**config.mk**
```make
export PLATFORM = sky130hd
export DESIGN_NAME = dual_uart_pins
export DESIGN_NICKNAME = d
export VERILOG_FILES = /design/src/logic/dual_uart_pkg.sv /design/src/logic/dual_uart_pins.sv /design/src/logic/modem_status_track.sv
export SDC_FILE = /design/constraint.sdc
export NUM_CORES = 1
export LEC_CHECK = 0
export BUFFER_PORTS_ARGS = -buffer_cell sky130_fd_sc_hd__buf_2
export CORE_UTILIZATION = 53
export DETAILED_ROUTE_END_ITERATION = 6
export PLACE_DENSITY = 0.73
export SETUP_SLACK_MARGIN = 0.05
export SYNTH_ARGS = -nofsm -noshare
export SYNTH_HDL_FRONTEND = slang
export SYNTH_SLANG_ARGS = --single-unit
```
**constraint.sdc**
```tcl
create_clock -name MCLK -period 3.75 [get_ports MCLK]
set_input_delay 0 -clock MCLK [delete_from_list [all_inputs] [get_ports MCLK]]
set_output_delay 0 -clock MCLK [all_outputs]
set_load 0.005 [all_outputs]
```
**src/logic/dual_uart_pkg.sv**
```systemverilog
// constants for the dual uart host port and modem pin block
package dual_uart_pkg;

  // ----------------------------------------------------------------
  // sizes
  // ----------------------------------------------------------------
  localparam int NUM_CH      = 2;
  localparam int DATA_W      = 8;
  localparam int ADDR_W      = 3;
  localparam int LEVEL_W     = 7;
  localparam int SYNC_STAGES = 2;

  // ----------------------------------------------------------------
  // register offsets within one channel
  // ----------------------------------------------------------------
  localparam logic [ADDR_W-1:0] OFS_SCRATCH = 3'h0;
  localparam logic [ADDR_W-1:0] OFS_IER     = 3'h1;
  localparam logic [ADDR_W-1:0] OFS_ISR     = 3'h2;
  localparam logic [ADDR_W-1:0] OFS_EFR     = 3'h3;
  localparam logic [ADDR_W-1:0] OFS_MCR     = 3'h4;
  localparam logic [ADDR_W-1:0] OFS_TCR     = 3'h5;
  localparam logic [ADDR_W-1:0] OFS_MSR     = 3'h6;

  // ----------------------------------------------------------------
  // field positions
  // ----------------------------------------------------------------
  localparam int MCR_DTR      = 0;
  localparam int MCR_RTS      = 1;
  localparam int MCR_USER     = 3;
  localparam int MCR_LOOP     = 4;
  localparam int EFR_AUTO_RTS = 6;
  localparam int IER_MODEM    = 3;
  localparam int TCR_HALT_LO  = 0;
  localparam int TCR_RES_LO   = 4;
  localparam int TCR_NIB_W    = 4;
  localparam int TCR_SHIFT    = 2;

  // ----------------------------------------------------------------
  // reset and read values
  // ----------------------------------------------------------------
  localparam logic [DATA_W-1:0] REG_RESET   = 8'h00;
  localparam logic [DATA_W-1:0] ISR_NONE    = 8'h01;
  localparam logic [DATA_W-1:0] ISR_MODEM   = 8'h00;
  localparam logic [DATA_W-1:0] READ_UNMAP  = 8'h00;
  localparam logic [3:0]        PIN_IDLE_N  = 4'hf;

endpackage

```
**src/logic/dual_uart_pins.sv**
```systemverilog
// dual uart host parallel port, modem control pins and serial loop-back
// Operation
// - 8-bit three-state host bus; bit zero is first serial bit.
// - active-low data-set-ready sampled and shown in modem status register.
// - modem control bit 0 set drives terminal-ready low.
// - terminal-ready high after bit 0 cleared or any reset.
// - both channel interrupts merged onto one open-drain active-low output.
// - interrupt pulled low when any enabled source needs service.
// - strobe low in a selected access writes the addressed register.
// - strobe high in a selected access drives the addressed register out.
// - user output is the inverse of modem control bit 3.
// - both user outputs high after reset.
// - reset clears registers and bus outputs, drives modem outputs high, holds serial in and out idle.
// - ring-indicator rising edge raises an enabled modem status interrupt.
// - modem control bit 1 set drives request-to-send low.
// - both request-to-send outputs high after reset.
// - request-to-send follows receive flow only with automatic mode enabled.
// - loop-back ignores the receive pin and feeds transmit data inward.
// - loop-back disables the external transmit pin.
// - automatic mode drops request-to-send at halt, restores at resume level.
`timescale 1ns/100ps
module dual_uart_pins
  import dual_uart_pkg::*;
(
  // clock and reset
  input  wire logic                                MCLK,
  input  wire logic                                RESET_N,
  // host parallel port
  input  wire logic                                CS_N,
  input  wire logic                                RW,
  input  wire logic [dual_uart_pkg::ADDR_W-1:0]    ADDR,
  input  wire logic                                CHANNEL_SELECT_BIT,
  input  wire logic [dual_uart_pkg::DATA_W-1:0]    HOST_DATA_BUS_IN,
  output logic      [dual_uart_pkg::DATA_W-1:0]    HOST_DATA_BUS_OUT,
  output logic                                     HOST_DATA_BUS_OE,
  // shared interrupt, open drain
  output logic                                     IRQ_N_OUT,
  output logic                                     IRQ_N_OE,
  // modem status inputs, one bit per channel
  input  wire logic [dual_uart_pkg::NUM_CH-1:0]    DSR_N,
  input  wire logic [dual_uart_pkg::NUM_CH-1:0]    CTS_N,
  input  wire logic [dual_uart_pkg::NUM_CH-1:0]    CD_N,
  input  wire logic [dual_uart_pkg::NUM_CH-1:0]    RI_N,
  // modem control outputs
  output logic      [dual_uart_pkg::NUM_CH-1:0]    DTR_N,
  output logic      [dual_uart_pkg::NUM_CH-1:0]    RTS_N,
  output logic      [dual_uart_pkg::NUM_CH-1:0]    USER_OUTPUT,
  // serial data paths
  input  wire logic [dual_uart_pkg::NUM_CH-1:0]    TX_DATA,
  output logic      [dual_uart_pkg::NUM_CH-1:0]    TX_PIN,
  input  wire logic [dual_uart_pkg::NUM_CH-1:0]    RX_PIN,
  output logic      [dual_uart_pkg::NUM_CH-1:0]    RX_TO_RECEIVER,
  // receive fifo fill levels, channel 0 in the low bits
  input  wire logic [dual_uart_pkg::NUM_CH*dual_uart_pkg::LEVEL_W-1:0] RX_LEVEL
);
  import dual_uart_pkg::*;

  // ----------------------------------------------------------------
  // reset release
  // ----------------------------------------------------------------
  logic [SYNC_STAGES-1:0] rst_sync_q;
  logic                   rst_n;

  always_ff @(posedge MCLK or negedge RESET_N) begin
    if (!RESET_N) begin
      rst_sync_q <= '0;
    end else begin
      rst_sync_q <= {rst_sync_q[SYNC_STAGES-2:0], 1'b1};
    end
  end

  assign rst_n = rst_sync_q[SYNC_STAGES-1];

  // ----------------------------------------------------------------
  // host access sequencing
  // ----------------------------------------------------------------
  // one register action per chip-select assertion, so a long strobe
  // cannot clear read-sensitive flags twice
  typedef enum logic [1:0] {
    ACC_IDLE = 2'b01,
    ACC_BUSY = 2'b10
  } acc_state_t;

  acc_state_t acc_q;
  acc_state_t acc_d;
  logic       start;
  logic       wr_start;
  logic       rd_start;

  assign start    = (acc_q == ACC_IDLE) && !CS_N;
  assign wr_start = start && !RW;
  assign rd_start = start && RW;

  always_comb begin
    acc_d = acc_q;
    unique case (acc_q)
      ACC_IDLE: begin
        if (!CS_N) begin
          acc_d = ACC_BUSY;
        end
      end
      ACC_BUSY: begin
        if (CS_N) begin
          acc_d = ACC_IDLE;
        end
      end
    endcase
  end

  always_ff @(posedge MCLK or negedge rst_n) begin
    if (!rst_n) begin
      acc_q <= ACC_IDLE;
    end else begin
      acc_q <= acc_d;
    end
  end

  // ----------------------------------------------------------------
  // per-channel registers and pins
  // ----------------------------------------------------------------
  logic [DATA_W-1:0] rd_word [NUM_CH];
  logic [NUM_CH-1:0] ch_irq;

  genvar ch;
  generate
    for (ch = 0; ch < NUM_CH; ch++) begin : g_ch
      logic [DATA_W-1:0]  scratch_q;
      logic [DATA_W-1:0]  int_enable_q;
      logic [DATA_W-1:0]  enhanced_feature_reg_q;
      logic [DATA_W-1:0]  modem_control_reg_q;
      logic [DATA_W-1:0]  flow_threshold_reg_q;
      logic [DATA_W-1:0]  modem_status_reg;
      logic               sel;
      logic               wr;
      logic               msr_clr;
      logic               pending;
      logic               halt_q;
      logic [LEVEL_W-1:0] level;
      logic [LEVEL_W-1:0] halt_lvl;
      logic [LEVEL_W-1:0] resume_lvl;
      logic               loop;
      logic               rts_on;

      assign sel     = (CHANNEL_SELECT_BIT == ch[0]);
      assign wr      = wr_start && sel;
      assign msr_clr = rd_start && sel && (ADDR == OFS_MSR);
      assign loop    = modem_control_reg_q[MCR_LOOP];
      assign level   = RX_LEVEL[ch*LEVEL_W +: LEVEL_W];

      // writable registers
      always_ff @(posedge MCLK or negedge rst_n) begin
        if (!rst_n) begin
          scratch_q              <= REG_RESET;
          int_enable_q           <= REG_RESET;
          enhanced_feature_reg_q <= REG_RESET;
          modem_control_reg_q    <= REG_RESET;
          flow_threshold_reg_q   <= REG_RESET;
        end else if (wr) begin
          unique case (ADDR)
            OFS_SCRATCH: scratch_q              <= HOST_DATA_BUS_IN;
            OFS_IER:     int_enable_q           <= HOST_DATA_BUS_IN;
            OFS_EFR:     enhanced_feature_reg_q <= HOST_DATA_BUS_IN;
            OFS_MCR:     modem_control_reg_q    <= HOST_DATA_BUS_IN;
            OFS_TCR:     flow_threshold_reg_q   <= HOST_DATA_BUS_IN;
            default:     ;
          endcase
        end
      end

      // modem status, change flags cleared by reading it
      modem_status_track u_msr (
        .clk      (MCLK),
        .rst_n    (rst_n),
        .cts_n    (CTS_N[ch]),
        .dsr_n    (DSR_N[ch]),
        .ri_n     (RI_N[ch]),
        .cd_n     (CD_N[ch]),
        .clr      (msr_clr),
        .status_q (modem_status_reg)
      );

      // only the modem source lives here, so any change flag interrupts
      assign pending = int_enable_q[IER_MODEM] && (|modem_status_reg[3:0]);
      assign ch_irq[ch] = pending;

      // read view of the channel
      always_comb begin
        unique case (ADDR)
          OFS_SCRATCH: rd_word[ch] = scratch_q;
          OFS_IER:     rd_word[ch] = int_enable_q;
          OFS_ISR:     rd_word[ch] = pending ? ISR_MODEM : ISR_NONE;
          OFS_EFR:     rd_word[ch] = enhanced_feature_reg_q;
          OFS_MCR:     rd_word[ch] = modem_control_reg_q;
          OFS_TCR:     rd_word[ch] = flow_threshold_reg_q;
          OFS_MSR:     rd_word[ch] = modem_status_reg;
          default:     rd_word[ch] = READ_UNMAP;
        endcase
      end

      // receive flow thresholds count in steps of four bytes
      assign halt_lvl = LEVEL_W'(flow_threshold_reg_q[TCR_HALT_LO +: TCR_NIB_W]) << TCR_SHIFT;
      assign resume_lvl = LEVEL_W'(flow_threshold_reg_q[TCR_RES_LO +: TCR_NIB_W]) << TCR_SHIFT;

      // hysteresis between halt and resume levels
      always_ff @(posedge MCLK or negedge rst_n) begin
        if (!rst_n) begin
          halt_q <= 1'b0;
        end else if (level >= halt_lvl) begin
          halt_q <= 1'b1;
        end else if (level <= resume_lvl) begin
          halt_q <= 1'b0;
        end
      end

      // modem control outputs, each held high through reset
      always_ff @(posedge MCLK or negedge rst_n) begin
        if (!rst_n) begin
          DTR_N[ch] <= 1'b1;
        end else begin
          DTR_N[ch] <= ~modem_control_reg_q[MCR_DTR];
        end
      end

      // automatic mode only withholds the request, never forces it
      assign rts_on = modem_control_reg_q[MCR_RTS]
                      && !(enhanced_feature_reg_q[EFR_AUTO_RTS] && halt_q);

      always_ff @(posedge MCLK or negedge rst_n) begin
        if (!rst_n) begin
          RTS_N[ch] <= 1'b1;
        end else begin
          RTS_N[ch] <= ~rts_on;
        end
      end

      always_ff @(posedge MCLK or negedge rst_n) begin
        if (!rst_n) begin
          USER_OUTPUT[ch] <= 1'b1;
        end else begin
          USER_OUTPUT[ch] <= ~modem_control_reg_q[MCR_USER];
        end
      end

      // serial paths; idle line is high, so a held-off pin reads as mark
      always_ff @(posedge MCLK or negedge rst_n) begin
        if (!rst_n) begin
          TX_PIN[ch] <= 1'b1;
        end else begin
          TX_PIN[ch] <= loop ? 1'b1 : TX_DATA[ch];
        end
      end

      always_ff @(posedge MCLK or negedge rst_n) begin
        if (!rst_n) begin
          RX_TO_RECEIVER[ch] <= 1'b1;
        end else begin
          RX_TO_RECEIVER[ch] <= loop ? TX_DATA[ch] : RX_PIN[ch];
        end
      end
    end
  endgenerate

  // ----------------------------------------------------------------
  // host data bus
  // ----------------------------------------------------------------
  // read data is frozen at the access start so a flag cleared by the
  // read is still seen by the host
  always_ff @(posedge MCLK or negedge rst_n) begin
    if (!rst_n) begin
      HOST_DATA_BUS_OUT <= REG_RESET;
    end else if (rd_start) begin
      HOST_DATA_BUS_OUT <= rd_word[CHANNEL_SELECT_BIT];
    end
  end

  always_ff @(posedge MCLK or negedge rst_n) begin
    if (!rst_n) begin
      HOST_DATA_BUS_OE <= 1'b0;
    end else begin
      HOST_DATA_BUS_OE <= !CS_N && RW;
    end
  end

  // ----------------------------------------------------------------
  // shared interrupt
  // ----------------------------------------------------------------
  // pin is only ever pulled low; the board pull-up gives the high level
  always_ff @(posedge MCLK or negedge rst_n) begin
    if (!rst_n) begin
      IRQ_N_OUT <= 1'b0;
    end else begin
      IRQ_N_OUT <= 1'b0;
    end
  end

  // wired-or of both channels, one cycle behind the change flags
  always_ff @(posedge MCLK or negedge rst_n) begin
    if (!rst_n) begin
      IRQ_N_OE  <= 1'b0;
    end else begin
      IRQ_N_OE  <= |ch_irq;
    end
  end

endmodule // dual_uart_pins

```
**src/logic/modem_status_track.sv**
```systemverilog
// modem status register of one channel: pin levels and sticky change flags
`timescale 1ns/100ps
module modem_status_track (
  // clock and reset
  input  wire logic       clk,
  input  wire logic       rst_n,
  // modem pins, active low
  input  wire logic       cts_n,
  input  wire logic       dsr_n,
  input  wire logic       ri_n,
  input  wire logic       cd_n,
  // clear of the change flags on a host read
  input  wire logic       clr,
  // register image
  output logic [7:0]      status_q
);
  import dual_uart_pkg::*;
  logic [3:0] pins;
  logic [3:0] prev_q;
  logic [3:0] ev;
  logic [3:0] delta_d;

  // order in the image: cd, ri, dsr, cts
  assign pins = {cd_n, ri_n, dsr_n, cts_n};

  always_ff @(posedge clk or negedge rst_n) begin
    if (!rst_n) begin
      prev_q <= PIN_IDLE_N;
    end else begin
      prev_q <= pins;
    end
  end

  // ring flag only on the trailing edge of the ring, low to high
  assign ev = {prev_q[3] ^ pins[3],
               ~prev_q[2] & pins[2],
               prev_q[1] ^ pins[1],
               prev_q[0] ^ pins[0]};

  // set wins over a clear in the same cycle
  assign delta_d = (clr ? 4'h0 : status_q[3:0]) | ev;

  always_ff @(posedge clk or negedge rst_n) begin
    if (!rst_n) begin
      status_q <= REG_RESET;
    end else begin
      status_q <= {~pins, delta_d};
    end
  end
endmodule // modem_status_track

```
**Word level (Yosys, flattened, before mapping)**

Cells that the tools add are included.

- Output and inout bits: 21
- Input port bits: 42
- Register bits after elaboration: 130
- Logic and storage cells: 125

- Bitwise logic cells: 22
- Magnitude comparators: 5
- Equality and inequality tests: 10
- Mux-type cells: 20
- Reductions and logical operators: 37

Operator list:

| kind | count |
|---|---|
| $pmux W8 S7 | 2 |
| $mux W8 | 3 |
| $reduce_and A2 Y1 | 11 |
| $logic_and A1 B1 Y1 | 16 |
| $ge A7 B6 Y1 | 2 |
| $le A7 B6 Y1 | 2 |
| $mux W1 | 10 |
| $eq A3 B3 Y1 const B | 3 |
| $not A1 Y1 | 9 |
| $mux W4 | 2 |
| $not A4 Y4 | 2 |
| $or A4 B4 Y4 | 2 |
| $reduce_or A4 Y1 | 2 |
| $eq A3 B2 Y1 const B | 2 |
| $xor A1 B1 Y1 | 6 |
| $logic_not A1 Y1 | 4 |
| $mux W2 | 2 |
| $ne A2 B2 Y1 const B | 2 |
| $pmux W2 S2 | 1 |
| $reduce_bool A2 Y1 | 2 |
| $eq A3 B1 Y1 const B | 1 |
| $logic_not A3 Y1 | 1 |
| $and A1 B1 Y1 | 2 |
| $eq A2 B1 Y1 const B | 1 |
| 4 further kinds | 4 |

**Depth between registers and ports, before layout**

- Depth in word-level cells: 7
- Depth in mapped cells: 8
- Depth with buffers taken out: 7

**By module**

Synthesis repeated with hierarchy kept, for this count alone.

- Cell total of the unflattened synthesis: 508
- Area, all modules: 6032.0 µm²

By module, submodules not included:

| module | instances | sequential area each (µm²) | area each (µm²) | cells each |
|---|---|---|---|---|
| dual_uart_pins | 1 | 2666.3 | 5266.3 | 454 |
| modem_status_track | 2 | 305.3 | 382.9 | 27 |

**Least setup slack after synthesis**

Ideal clock, no wire load.

- Path type: register to register
- From: register acc_q[0]
- To: register g_ch[0].flow_threshold_reg_q[0]
- Arrival: 1804 ps
- Clock period less this slack: 1929 ps
- Data required time: 3625 ps
- Path slack: 1821 ps
- Setup time: 125 ps
- Stages on the path, launching flop included: 7
- Path buffers: 1
- Cells stage by stage: dfstp_2 -> nor3b_2 -> nor2b_1 -> nand2b_1 -> buf_4 -> nor4_4 -> mux2_2

- Word-level cells in the longest chain between the ends: 5

RTL lines:

| item | line | source |
|---|---|---|
| from (decl) | dual_uart_pins.sv:84 | `acc_state_t acc_q;` |
| from (signal assigned) | dual_uart_pins.sv:112 | `acc_q <= ACC_IDLE;` |
| from (signal assigned) | dual_uart_pins.sv:114 | `acc_q <= acc_d;` |
| $eq A2 B1 Y1 | dual_uart_pins.sv:90 | `assign start = (acc_q == ACC_IDLE) && !CS_N;` |
| $logic_and A1 B1 Y1 | dual_uart_pins.sv:90 |  |
| $logic_and A1 B1 Y1 | dual_uart_pins.sv:91 | `assign wr_start = start && !RW;` |
| $logic_and A1 B1 Y1 | dual_uart_pins.sv:145 | `assign wr = wr_start && sel;` |
| $reduce_and A2 Y1 (no line) | -- |  |
| to (signal assigned) | dual_uart_pins.sv:157 | `flow_threshold_reg_q <= REG_RESET;` |
| to (signal assigned) | dual_uart_pins.sv:164 | `OFS_TCR: flow_threshold_reg_q <= HOST_DATA_BUS_IN;` |
| to (decl) | dual_uart_pins.sv:131 | `logic [DATA_W-1:0] flow_threshold_reg_q;` |

Every way passes these cells.
A chain may end at the register's enable or synchronous reset.

**Worst setup path after layout**

- From: register g_ch[0].flow_threshold_reg_q[6]
- To: register g_ch[0].halt_q

- Word-level cells in the longest chain between the ends: 2

RTL lines:

| item | line | source |
|---|---|---|
| $le A7 B6 Y1 | dual_uart_pins.sv:210 | `end else if (level <= resume_lvl) begin` |
| $reduce_bool A2 Y1 (no line) | -- |  |
| to (signal assigned) | dual_uart_pins.sv:207 | `halt_q <= 1'b0;` |
| to (signal assigned) | dual_uart_pins.sv:209 | `halt_q <= 1'b1;` |
| to (signal assigned) | dual_uart_pins.sv:211 | `halt_q <= 1'b0;` |
| to (decl) | dual_uart_pins.sv:137 | `logic halt_q;` |

Every way passes these cells.

==> flow_metrics.env <==
export IMPL_grt_pass1_wl_um=22800
export IMPL_clkSlewWorstSetupHoldPaths_ns=0.06
export IMPL_antennaDiodeCount=0
export IMPL_worst_ep_required_time_ns=4.06
export IMPL_nNetsFinal=616
export IMPL_ys_seq_area_share_pct=54.7
export IMPL_io_buffers=61
export IMPL_synth_nets=536
export IMPL_vias=4150
export IMPL_min_path_type="input port to register"
export IMPL_fin_ws_ns=1.30
export IMPL_maxSlewViolCount=0
export IMPL_cts_htree_levels=4
export IMPL_routed_wl_um=14100
export IMPL_leakagePower_nw=3.39
export IMPL_setup_violations_final=0
export IMPL_crit_slowest_cell="dlygate4sd3_1"
export IMPL_cts_setup_buffers=0
export IMPL_firstDrtPassIters=5
export IMPL_gp_congestion=0.815
export IMPL_synth_ff_type="dfrtp_1"
export IMPL_netlist_instances=478
export IMPL_p_switching_mw=0.965
export IMPL_cts_root_buf="clkbuf_16"
export IMPL_status="completed"
export IMPL_numCtsBuffers=17
export IMPL_yosys_warnings=0
export IMPL_synthTopCellsByCount="111 x dfrtp_1, 87 x mux2_2, 33 x inv_1"
export IMPL_startpoint_type="register"
export IMPL_tightest_slew_ns=0.915
export IMPL_power_frac_seq_pct=44.3
export IMPL_ios=63
export IMPL_ir_drop_mv=0.362
export IMPL_finalClockSkew_ns=0.0128
export IMPL_cts_sinks=130
export IMPL_wl_per_cell_um=19.8
export IMPL_initial_core_util_pct=54.8
export IMPL_p_sw_share_pct=25.1
export IMPL_slowest_delay_ns=0.61
export IMPL_critPathKind="register to register"
export IMPL_drt_first_iter_violations=212
export IMPL_vias_per_cell=5.84
export IMPL_min_period_ns=2.45
export IMPL_synth_edf_count=0
export IMPL_overflow=0
export IMPL_die_height_um=108
export IMPL_r2r_cells=7
export IMPL_synth_area_leaders="dfrtp_1 46%, mux2_2 16%, dfstp_2 8.3%"
export IMPL_antenna_found_initial=0
export IMPL_p_per_area_mw_per_mm2=531
export IMPL_cts_tree="done"
export IMPL_post_route_period_util_pct=65.3
export IMPL_grt_max_degree=69
export IMPL_clkPwrFrac_pct=43.2
export IMPL_avgSynthCellArea_um2=12.5
export IMPL_layout_drive_gt1_share_pct=36.6
export IMPL_place_ws_ns=1.40
export IMPL_hold_depth=2
export IMPL_postSynth_asyncResetShare_pct=100
export IMPL_relSlewSlack_pct=38.8
export IMPL_power_frac_comb_pct=12.4
export IMPL_max_cap_viol_count=0
export IMPL_area_growth_pct=20.7
export IMPL_finalHoldViolCount=0
export IMPL_yosysTopAreaCell="dfrtp_1"
export IMPL_internal_power_mw=2.87
export IMPL_crit_path_max_fanout=3
export IMPL_synth_top_area_share_pct=46.4
export IMPL_hpwl_um=9410
export IMPL_ys_ff_latch=130
export IMPL_rsz0062_at_grt="no"
export IMPL_worstPathCellList="inv_1 -> ha_1 -> nand4_1 -> o31ai_1 -> dlygate4sd3_1 -> o21bai_1 -> dlygate4sd3_1"
export IMPL_grt_pass1_vias=4289
export IMPL_fmax_mhz=409
export IMPL_synth_most_common_cell="dfrtp_1"
export IMPL_grt_usage_pct=26.6
export IMPL_cpMostUsedCell="dlygate4sd3_1"
export IMPL_antenna_left=0
export IMPL_drc=0
export IMPL_arrival_ns=2.76
export IMPL_reg2reg_setup_slack_ns=1.30
export IMPL_critical_path_buf_inv_count=3
export IMPL_cts_resized=0
export IMPL_fill_cells=851
export IMPL_placementRows=38
export IMPL_cp_top_family="buffers and inverters"
export IMPL_ys_types=49
export IMPL_critical_path_endpoint_type="register"
export IMPL_coreArea_mm2=0.0109
export IMPL_clk_latency_ns=0.42
export IMPL_cts_max_path_buffers=2
export IMPL_finalSetupTns_ns=0
export IMPL_die_width_um=108
export IMPL_die_area_mm2=0.0117
export IMPL_crit_cells=7
export IMPL_synthesis_area_mm2=0.00599
==> path summary, 6_finish.rpt <==
kind,from,to
setup / recovery,g_ch[0].flow_threshold_reg_q[6]$_DFFE_PN0P_,g_ch[0].halt_q$_DFFE_PN0P_
hold reg to reg,rst_sync_q[0]$_DFF_PN0_,rst_sync_q[1]$_DFF_PN0_
setup reg to reg,g_ch[0].flow_threshold_reg_q[6]$_DFFE_PN0P_,g_ch[0].halt_q$_DFFE_PN0P_
max in group asynchronous,rst_sync_q[1]$_DFF_PN0_,TX_PIN[1]$_DFF_PN1_
min in group asynchronous,rst_sync_q[1]$_DFF_PN0_,g_ch[1].u_msr.status_q[7]$_DFF_PN0_
hold / removal,HOST_DATA_BUS_IN[6],g_ch[1].scratch_q[6]$_DFFE_PN0P_
==> routing by layer <==
metal | track usage [%] | share of wire, % | vias to the layer above
li1 | - | - | 1898
met1 | 36.5 | 45 | 2075
met2 | 40.6 | 47 | 152
met3 | 6.45 | 6.4 | 25
met4 | 11.0 | 2.0 | 0
met5 | 0 | 0 | -
==> power by group through the flow <==
stage	Sequential (mW)	Combinational, mW	Clock [mW]
final	1.70	0.478	1.66
after global routing	1.72	0.531	1.73
after CTS	1.70	0.477	1.68
after detailed placement	1.72	0.451	0
after global placement	1.72	0.433	0
after floorplan	1.70	0.292	0
==> cell type report <==
class | count | area, um2 | share of cell area [%]
timing repair buffer | 89 | 593 | 8.21
sequential | 130 | 3280 | 45.4
multi-input combinational | 287 | 2460 | 34.0
tap | 140 | 175 | 2.42
clock inverter | 14 | 166 | 2.30
inverter | 33 | 124 | 1.71
clock buffer | 18 | 429 | 5.94
==> through the flow <==
stage	hold WS (ns)	cell area [um2]	instances	util, %	power, mW
final	0.00316	7230	711	66.1	3.84
after floorplan	-0.296	5990	478	-	1.99
after global placement	-0.216	6370	653	58.3	2.15
after CTS	0.00554	7230	711	66.1	3.86
after detailed placement	-0.213	6370	653	58.3	2.17
after global routing	0.00706	7230	711	66.1	3.99
==> layout by cell type (no fill, tap or decap), types with 3 or more instances in the layout <==
master	count
dfrtp_1	110
mux2_2	87
buf_2	61
inv_1	33
dlygate4sd3_1	26
nand2_1	25
dfstp_2	19
clkbuf_16	17
ha_1	16
a21oi_1	15
mux2i_1	13
nor2_1	12
o21ai_0	12
a221oi_1	10
a32o_1	7
a31oi_1	7
nor2b_1	6
a22oi_1	6
nand2b_1	5
o2111ai_1	5
xor2_1	4
a211o_1	4
o31ai_1	4
clkinv_2	4
clkinvlp_4	4
nand4_1	3
xnor2_1	3
a21o_1	3
nor4_1	3
nor3_4	3
nand3_1	3
o211ai_1	3
o221ai_1	3
bufinv_16	3
clkinv_4	3
==> repair_timing <==
action                     in CTS  in global routing
hold endpoints to repair       67                  0
setup endpoints to repair       0                  0
hold buffers                   26                  0
==> sequential cells by signal (all words and copies together), names as in the netlist <==
register	cells
g_ch.flow_threshold_reg_q	16
g_ch.int_enable_q	16
HOST_DATA_BUS_OE	1
g_ch.halt_q	2
IRQ_N_OE	1
acc_q	2
TX_PIN	2
RX_TO_RECEIVER	2
HOST_DATA_BUS_OUT	8
g_ch.modem_control_reg_q	16
USER_OUTPUT	2
g_ch.scratch_q	16
g_ch.u_msr.prev_q	8
g_ch.enhanced_feature_reg_q	16
RTS_N	2
DTR_N	2
rst_sync_q	2
g_ch.u_msr.status_q	16
==> cells by family (layout without fill, tap and decap cells) <==
group                    count (synthesis)  count (layout)  synth area share, %
AO/OA/AOI/OAI                           91              91                 11.1
XOR/XNOR                                 7               7                 1.02
adder cells (fa/ha/maj)                 16              16                 3.34
buffers and inverters                   61             154                 4.22
flip-flops                             130             130                 54.7
multiplexers                           100             100                 18.5
other                                    2               2                0.125
AND/OR/NAND/NOR                         71              71                 6.96
Note: power is estimated with default switching activity, not from simulation.
